$ cat config.mk
export PLATFORM = sky130hd
export DESIGN_NAME = pcm_serial_port
export DESIGN_NICKNAME = d
export VERILOG_FILES = /design/src/pcm_port_pkg.sv /design/src/pcm_serial_port.sv
export SDC_FILE = /design/constraint.sdc
export NUM_CORES = 1
export LEC_CHECK = 0
export BUFFER_PORTS_ARGS = -buffer_cell sky130_fd_sc_hd__clkbuf_2
export CAP_MARGIN = 20
export CORE_ASPECT_RATIO = 0.9
export CORE_MARGIN = 2
export CORE_UTILIZATION = 30
export CTS_CLUSTER_DIAMETER = 80
export CTS_CLUSTER_SIZE = 25
export DETAILED_ROUTE_END_ITERATION = 10
export SLEW_MARGIN = 0
export SYNTH_ARGS = -nofsm -noshare
export SYNTH_HDL_FRONTEND = slang
export SYNTH_SLANG_ARGS = --single-unit
export TNS_END_PERCENT = 30
$ cat constraint.sdc
create_clock -name aclk -period 6.04 [get_ports aclk]
set_input_delay 1.208 -clock aclk [delete_from_list [all_inputs] [get_ports aclk]]
set_output_delay 1.208 -clock aclk [all_outputs]
set_load 0.05 [all_outputs]
$ cat src/pcm_port_pkg.sv
package pcm_port_pkg;

  // ****************************************
  // Register map
  // ****************************************
  localparam logic [7:0] CTRL_OFS = 8'h00;
  localparam logic [7:0] TX_SAMPLE_OFS = 8'h04;
  localparam logic [7:0] RX_SAMPLE_OFS = 8'h08;
  localparam logic [7:0] STATUS_OFS = 8'h0c;
  localparam logic [7:0] RX_WORD_OFS = 8'h10;
  localparam logic [31:0] CTRL_RESET = 32'h0000_0000;
  localparam logic [31:0] TX_SAMPLE_RESET = 32'h0000_0000;
  localparam int CTRL_PD_BIT = 0;

  // ****************************************
  // Frame layout
  // ****************************************
  localparam logic [4:0] LIN_TX_BITS = 5'h0d;
  localparam logic [4:0] LIN_RX_BITS = 5'h10;
  localparam logic [4:0] CMP_BITS = 5'h08;
  localparam logic [7:0] ALAW_XOR = 8'h55;
  localparam logic [2:0] GAIN_0DB_CODE = 3'h1;
  localparam logic [7:0] GAIN_TOP_DB = 8'h03;

  // ****************************************
  // Timing
  // ****************************************
  localparam int CLK_MHZ = 125;
  localparam int MCLK_LOSS_NS = 2000;
  localparam int MCLK_LOSS_CYC = MCLK_LOSS_NS * CLK_MHZ / 1000;

  // ****************************************
  // Carriers
  // ****************************************
  typedef struct packed {
    logic mclk;
    logic frame_sync;
    logic rx_data;
    logic law_select;
    logic tx_mute;
    logic rx_mute;
  } pin_in_s;

  typedef enum logic [1:0] {
    RESP_OKAY = 2'b00,
    RESP_DECERR = 2'b11
  } axi_resp_e;

endpackage : pcm_port_pkg

$ cat src/pcm_serial_port.sv
`timescale 1ns/10ps
`default_nettype none

// Function
// - Master clock stopped forces power-down and releases transmit output.
// - Power-down request waits until the current transmit word is sent.
// - Law select low picks 13-bit linear, high picks 8-bit A-law.
// - Linear samples are 13-bit two's-complement values.
// - Companded samples use A-law encoding and decoding.
// - Transmit mute high silences the transmit sample.
// - Receive mute high silences the received sample.
// - Companded receive frame carries 8 code bits, MSB first.
// - Linear receive frame carries 13 sample bits, MSB first.
// - Linear receive bits 14 to 16 carry the 3-bit volume field.
// - Volume code 000 is +3 dB, each step lowers 3 dB to -18.
// - Companded mode uses fixed 0 dB gain, no volume bits taken.
// - Serial bit timing derives from master clock edges; the clock loss timeout counts aclk cycles.
// - Transmit bits driven on rising edges, then output released.
// - Frame sync and receive data sampled on falling edges.
module pcm_serial_port (
  input wire logic aclk,
  input wire logic aresetn,
  input wire pcm_port_pkg::pin_in_s pins,
  output logic serial_tx_data_out,
  output logic serial_tx_data_oe,
  output logic power_down,
  input wire logic [7:0] s_axi_awaddr,
  input wire logic s_axi_awvalid,
  output logic s_axi_awready,
  input wire logic [31:0] s_axi_wdata,
  input wire logic [3:0] s_axi_wstrb,
  input wire logic s_axi_wvalid,
  output logic s_axi_wready,
  output logic [1:0] s_axi_bresp,
  output logic s_axi_bvalid,
  input wire logic s_axi_bready,
  input wire logic [7:0] s_axi_araddr,
  input wire logic s_axi_arvalid,
  output logic s_axi_arready,
  output logic [31:0] s_axi_rdata,
  output logic [1:0] s_axi_rresp,
  output logic s_axi_rvalid,
  input wire logic s_axi_rready
);
  import pcm_port_pkg::*;

  // ****************************************
  // A-law helpers
  // ****************************************
  function automatic logic [7:0] alaw_encode(input logic [12:0] s);
    logic [11:0] mag;
    logic [2:0] seg;
    logic [3:0] man;
    mag = s[12] ? ~s[11:0] : s[11:0];
    seg = 3'h0;
    man = mag[4:1];
    for (int i = 5; i <= 11; i++) begin
      if (mag[i]) begin
        seg = 3'(i - 4);
        man = 4'(mag >> (i - 4));
      end
    end
    return {~s[12], seg, man} ^ ALAW_XOR;
  endfunction : alaw_encode

  function automatic logic [12:0] alaw_decode(input logic [7:0] code);
    logic [7:0] c;
    logic [11:0] mag;
    c = code ^ ALAW_XOR;
    if (c[6:4] == 3'h0) begin
      mag = {7'h00, c[3:0], 1'b1};
    end else begin
      mag = 12'({1'b1, c[3:0], 1'b1}) << (c[6:4] - 3'h1);
    end
    return c[7] ? {1'b0, mag} : ~{1'b0, mag};
  endfunction : alaw_decode

  // ****************************************
  // Pin synchronisers and master clock edges
  // ****************************************
  pin_in_s sync1, sync2;
  logic mclk_prev;
  logic [8:0] loss_cnt;
  always_ff @(posedge aclk) begin
    sync1 <= pins;
    sync2 <= sync1;
    mclk_prev <= sync2.mclk;
  end

  wire rise_evt = sync2.mclk & ~mclk_prev;
  wire fall_evt = ~sync2.mclk & mclk_prev;
  wire mclk_lost = (loss_cnt == 9'(MCLK_LOSS_CYC));

  always_ff @(posedge aclk) begin
    if (!aresetn || rise_evt || fall_evt) begin
      loss_cnt <= 9'h000;
    end else if (!mclk_lost) begin
      loss_cnt <= loss_cnt + 9'h001;
    end
  end

  // ****************************************
  // Software registers
  // ****************************************
  logic [31:0] ctrl, tx_sample;
  logic [12:0] rx_sample;
  logic [15:0] rx_word;
  logic [2:0] rx_gain;
  logic [7:0] frame_cnt;

  // ****************************************
  // Frame control
  // ****************************************
  logic tx_active, tx_start_pend, law_frame;
  logic [4:0] tx_cnt, rx_cnt;
  logic [12:0] tx_shift;
  logic [15:0] rx_shift;
  logic rx_active;

  wire sw_pd = ctrl[CTRL_PD_BIT];
  wire pd_now = mclk_lost | (sw_pd & ~tx_active & ~tx_start_pend);
  wire frame_start = fall_evt & sync2.frame_sync & ~pd_now;
  wire [4:0] tx_len = law_frame ? CMP_BITS : LIN_TX_BITS;
  wire [4:0] rx_len = law_frame ? CMP_BITS : LIN_RX_BITS;
  wire [12:0] tx_lin = sync2.tx_mute ? 13'h0000 : tx_sample[12:0];
  wire [12:0] tx_load = sync2.law_select ?
    {alaw_encode(tx_lin), 5'h00} : tx_lin;
  wire [15:0] rx_next_shift = {rx_shift[14:0], sync2.rx_data};
  wire rx_done = fall_evt & rx_active & (rx_cnt == rx_len - 5'h01);
  wire [12:0] rx_lin = law_frame ?
    alaw_decode(rx_next_shift[7:0]) : rx_next_shift[15:3];
  wire [2:0] next_gain = law_frame ?
    GAIN_0DB_CODE : rx_next_shift[2:0];
  wire [7:0] gain_db = GAIN_TOP_DB - 8'({rx_gain, 1'b0}) - 8'(rx_gain);

  always_ff @(posedge aclk) begin
    if (!aresetn || mclk_lost) begin
      tx_active <= 1'b0;
      tx_start_pend <= 1'b0;
      tx_cnt <= 5'h00;
      serial_tx_data_oe <= 1'b0;
      serial_tx_data_out <= 1'b0;
      law_frame <= 1'b0;
    end else if (frame_start) begin
      tx_start_pend <= 1'b1;
      tx_shift <= tx_load;
      law_frame <= sync2.law_select;
    end else if (rise_evt && (tx_start_pend || tx_active) &&
                 tx_cnt != tx_len) begin
      serial_tx_data_oe <= 1'b1;
      serial_tx_data_out <= tx_shift[12];
      tx_shift <= {tx_shift[11:0], 1'b0};
      tx_cnt <= tx_cnt + 5'h01;
      tx_active <= 1'b1;
      tx_start_pend <= 1'b0;
    end else if (fall_evt && tx_active && tx_cnt == tx_len) begin
      serial_tx_data_oe <= 1'b0;
      tx_active <= 1'b0;
      tx_cnt <= 5'h00;
    end
  end

  always_ff @(posedge aclk) begin
    if (!aresetn || mclk_lost) begin
      rx_active <= 1'b0;
      rx_cnt <= 5'h00;
      rx_shift <= 16'h0000;
    end else if (frame_start) begin
      rx_active <= 1'b1;
      rx_cnt <= 5'h00;
    end else if (fall_evt && rx_active) begin
      rx_shift <= rx_next_shift;
      rx_cnt <= rx_cnt + 5'h01;
      rx_active <= !rx_done;
    end
  end

  always_ff @(posedge aclk) begin
    if (!aresetn) begin
      rx_sample <= 13'h0000;
      rx_word <= 16'h0000;
      rx_gain <= GAIN_0DB_CODE;
      frame_cnt <= 8'h00;
      power_down <= 1'b1;
    end else begin
      power_down <= pd_now;
      if (rx_done) begin
        rx_sample <= sync2.rx_mute ? 13'h0000 : rx_lin;
        rx_word <= rx_next_shift;
        rx_gain <= next_gain;
        frame_cnt <= frame_cnt + 8'h01;
      end
    end
  end

  // ****************************************
  // AXI4-Lite slave
  // ****************************************
  logic [7:0] aw_addr, ar_addr_q;
  logic [31:0] w_data;
  logic [3:0] w_strb;
  logic aw_held, w_held;

  wire aw_hs = s_axi_awvalid & s_axi_awready;
  wire w_hs = s_axi_wvalid & s_axi_wready;
  wire do_write = aw_held & w_held & ~s_axi_bvalid;
  wire wr_ctrl = do_write & (aw_addr == CTRL_OFS);
  wire wr_txs = do_write & (aw_addr == TX_SAMPLE_OFS);
  wire wr_ok = wr_ctrl | wr_txs;
  wire [31:0] mask = {{8{w_strb[3]}}, {8{w_strb[2]}},
                      {8{w_strb[1]}}, {8{w_strb[0]}}};
  wire [31:0] status = {gain_db, frame_cnt, 5'h00, rx_gain,
                        2'h0, sync2.tx_mute, sync2.rx_mute,
                        tx_active, law_frame, mclk_lost, pd_now};
  wire rd_hit_ctrl = (ar_addr_q == CTRL_OFS);
  wire rd_hit_tx = (ar_addr_q == TX_SAMPLE_OFS);
  wire rd_hit_rx = (ar_addr_q == RX_SAMPLE_OFS);
  wire rd_hit_st = (ar_addr_q == STATUS_OFS);
  wire rd_hit_wd = (ar_addr_q == RX_WORD_OFS);
  wire rd_hit = rd_hit_ctrl | rd_hit_tx | rd_hit_rx | rd_hit_st | rd_hit_wd;
  wire [31:0] rd_mux =
    rd_hit_ctrl ? ctrl :
    rd_hit_tx ? tx_sample :
    rd_hit_rx ? {{19{rx_sample[12]}}, rx_sample} :
    rd_hit_st ? status :
    rd_hit_wd ? {16'h0000, rx_word} : 32'h0000_0000;
  logic rd_pend;

  always_ff @(posedge aclk) begin
    if (!aresetn) begin
      aw_held <= 1'b0;
      w_held <= 1'b0;
      s_axi_awready <= 1'b1;
      s_axi_wready <= 1'b1;
      s_axi_bvalid <= 1'b0;
      s_axi_bresp <= RESP_OKAY;
      ctrl <= CTRL_RESET;
      tx_sample <= TX_SAMPLE_RESET;
    end else begin
      if (aw_hs) begin
        aw_addr <= s_axi_awaddr;
        aw_held <= 1'b1;
        s_axi_awready <= 1'b0;
      end
      if (w_hs) begin
        w_data <= s_axi_wdata;
        w_strb <= s_axi_wstrb;
        w_held <= 1'b1;
        s_axi_wready <= 1'b0;
      end
      if (wr_ctrl) begin
        ctrl <= (ctrl & ~mask) | (w_data & mask);
      end
      if (wr_txs) begin
        tx_sample <= (tx_sample & ~mask) | (w_data & mask);
      end
      if (do_write) begin
        s_axi_bvalid <= 1'b1;
        s_axi_bresp <= wr_ok ? RESP_OKAY : RESP_DECERR;
        aw_held <= 1'b0;
        w_held <= 1'b0;
      end else if (s_axi_bvalid && s_axi_bready) begin
        s_axi_bvalid <= 1'b0;
        s_axi_awready <= 1'b1;
        s_axi_wready <= 1'b1;
      end
    end
  end

  always_ff @(posedge aclk) begin
    if (!aresetn) begin
      s_axi_arready <= 1'b1;
      s_axi_rvalid <= 1'b0;
      s_axi_rdata <= 32'h0000_0000;
      s_axi_rresp <= RESP_OKAY;
      rd_pend <= 1'b0;
    end else if (s_axi_arvalid && s_axi_arready) begin
      ar_addr_q <= s_axi_araddr;
      s_axi_arready <= 1'b0;
      rd_pend <= 1'b1;
    end else if (rd_pend) begin
      s_axi_rdata <= rd_mux;
      s_axi_rresp <= rd_hit ? RESP_OKAY : RESP_DECERR;
      s_axi_rvalid <= 1'b1;
      rd_pend <= 1'b0;
    end else if (s_axi_rvalid && s_axi_rready) begin
      s_axi_rvalid <= 1'b0;
      s_axi_arready <= 1'b1;
    end
  end
endmodule : pcm_serial_port

`default_nettype wire

==> run metrics <==
share of cells above drive strength 1 0.139; core area 40500 µm²; Yosys warning total 0; gr ovfl total 0; number of iterations in the first detailed-routing pass 5; max_slew headroom 0.402; dominant synthesized flop cell dfxtp_1; ys async rst share 0; EDFF count, synth 65; WL/cell 17.0 µm; largest net degree at the start of global routing 73; Post-Route WL 32.5 mm; Final setup viols 0; DR vias 9624; die width 217 µm; Synth Area in Adders 0.0129; Chip Height 196 µm; XOR/XNOR Fraction of Synth Area 0.0186; Placed Instances 1883; ant diodes 0; final hold vios 0; CTS Root Cell clkbuf_16; Nets 1438; Slew Viols, Final 0; # DRC 0; largest family of logic cells by synthesized area simple AND/OR/NAND/NOR gates; Final HPWL DP 22.9 mm; register area share after synthesis 0.485; first-pass GRT wire length 51.8 mm; Synth cell types 84; Rows 70; Max-cap violations 0; GRT Util Overall 0.151; simple-gate share of the synthesized area 0.203; CTS max path bufs 3; PortBufs 108; status complete, no violations; Data required, critical path 6.42 ns; TritonCTS clock tree done; final setup margin 2.73 ns; Yosys reg bits 264; final cell count without fillers 1909; Setup Buffers After CTS 0; Pwr per Cell Area 230 nW/µm²; min-delay worst type reg -> reg; post-route ant nets 0; Hold Buf Count CTS 0; post-DR vias/cell 5.04; DR iter-0 viols 940; syn nets 1391; fin area 13600 µm²; total CTS buffers 15; Leak 0.00469 µW; Avg Synthesized Cell Area 9.31 µm²; complex-gate fraction of the synthesized area 0.188; mux cell area share after synthesis 0.0491; DIE AREA 42400 µm²; vias in the first global route 9167; Synth Instances 1314; CP Max Fanout 24; worst slew pin tran 0.897 ns; Initial Util 0.302; Tcrit/Tclk final 0.548; Final Critical Period 3.31 ns; Sink Count 264; Crit. End Element flop; placed inst area 13200 µm²; Placer Congestion 0.834; VDD IR-drop max 0.000181 V; clock slew at reported path FFs 0.10 ns; Syn Std Cell Area 12200 µm²; Syn-to-layout area delta 11.2%; setup_tns 0 ns; Achievable Freq 0.302 GHz; Placement Setup Slack 2.18 ns; initial antenna violation count 0; Final Util 0.336; clock skew 0.0251 ns; Setup crit start kind flop; # resized after CTS 0; I/O pin count 109; Crit Path Category reg -> reg; CTS H-tree depth 1; clock latency on the worst-skew pair 0.50 ns; WP data arrival 3.69 ns; RSZ-0062 raised after global routing no
[cell type report]
class                   count  area (µm²)
multi-input cells         927        5780
repair buffers            124         663
well taps                 540         676
clock buffers              22         403
inverters                  29         109
fillers                  4186       26900
flip-flops and latches    264        5940
clock inverters             3        37.5
[final timing paths]
| path | startpoint | endpoint | slack [ns] | cells past startpoint |
|---|---|---|---|---|
| hold / removal | sync1[4] | sync2[4] | 0.31 | 0 |
| setup reg to reg | rx_shift[3] | rx_sample[5] | 2.73 | 7 |
| setup / recovery | rx_shift[3] | rx_sample[5] | 2.73 | 7 |
| hold reg to reg | sync1[4] | sync2[4] | 0.31 | 0 |
[cell families (layout without fill, tap and decap cells)]
| group | Yosys count | count (layout) |
|---|---|---|
| buffers and inverters | 123 | 178 |
| DFF | 264 | 264 |
| adders and majority gates | 12 | 12 |
| xor gates and xnor gates | 26 | 26 |
| muxes | 42 | 42 |
| AOI/OAI and AO/OA | 324 | 324 |
| and+or+nand+nor | 523 | 523 |
[cells in the mapped netlist, types with 9 or more instances]
cell type  count  area share
a21boi_0      87       0.053
a21boi_1      18       0.011
a21oi_1       64       0.026
and2_1        23       0.012
and3_1        10      0.0051
buf_4         11      0.0067
clkbuf_1      67       0.021
dfxtp_1      199        0.33
edfxtp_1      65        0.16
ha_1          11       0.011
inv_1         27      0.0083
mux2i_1       24       0.020
mux4_2        14       0.026
nand2_1      276       0.085
nand2b_1      10      0.0051
nand3_1       53       0.022
nand4_1        9      0.0046
nor2_1        59       0.018
nor2b_1       15      0.0077
nor3_1        12      0.0049
o211ai_1      12      0.0074
o21ai_0       48       0.020
o221ai_1      11      0.0079
xnor2_1       15       0.011
xor2_1        11      0.0079
[metrics by stage]
step,total power [µW],hold WS [ns]
after global placement,2070,0.316
final,3130,0.311
after detailed placement,2080,0.318
after floorplan,2010,0.310
after CTS,3170,0.322
after global routing,3250,0.323
[power breakdown]
part	leakage (µW)	total [µW]	internal, µW	switching, µW
clock network	0.000216	1100	484	612
registers	0.00221	1870	1840	24.1
logic	0.00226	168	58.0	110
total	0.00469	3130	2380	746
[layout by cell type (no fill, tap or decap), types with 17 or more instances in the layout]
| cell | count |
|---|---|
| a21boi_0 | 87 |
| a21boi_1 | 18 |
| a21oi_1 | 64 |
| and2_1 | 23 |
| buf_4 | 17 |
| clkbuf_2 | 108 |
| dfxtp_1 | 199 |
| edfxtp_1 | 65 |
| inv_1 | 27 |
| mux2i_1 | 24 |
| nand2_1 | 276 |
| nand3_1 | 53 |
| nor2_1 | 59 |
| o21ai_0 | 48 |
[per-layer routing]
metal	global-route usage	share of wire	wire length, µm	vias up
met3	0.0237	0.053	1730	25
met2	0.226	0.43	14200	217
met5	0	0	0	-
li1	-	-	-	4744
met1	0.230	0.50	16200	4638
met4	0.0277	0.015	488	0
[worst max-delay path: stages (launching register included)]
cell,delay [ns]
dfxtp_1,0.82
inv_1,0.26
ha_1,0.63
mux2i_1,0.49
a2111oi_0,0.19
a211oi_1,0.38
mux2i_1,0.29
o311ai_2,0.12
Power figures use the tool's default switching activity.
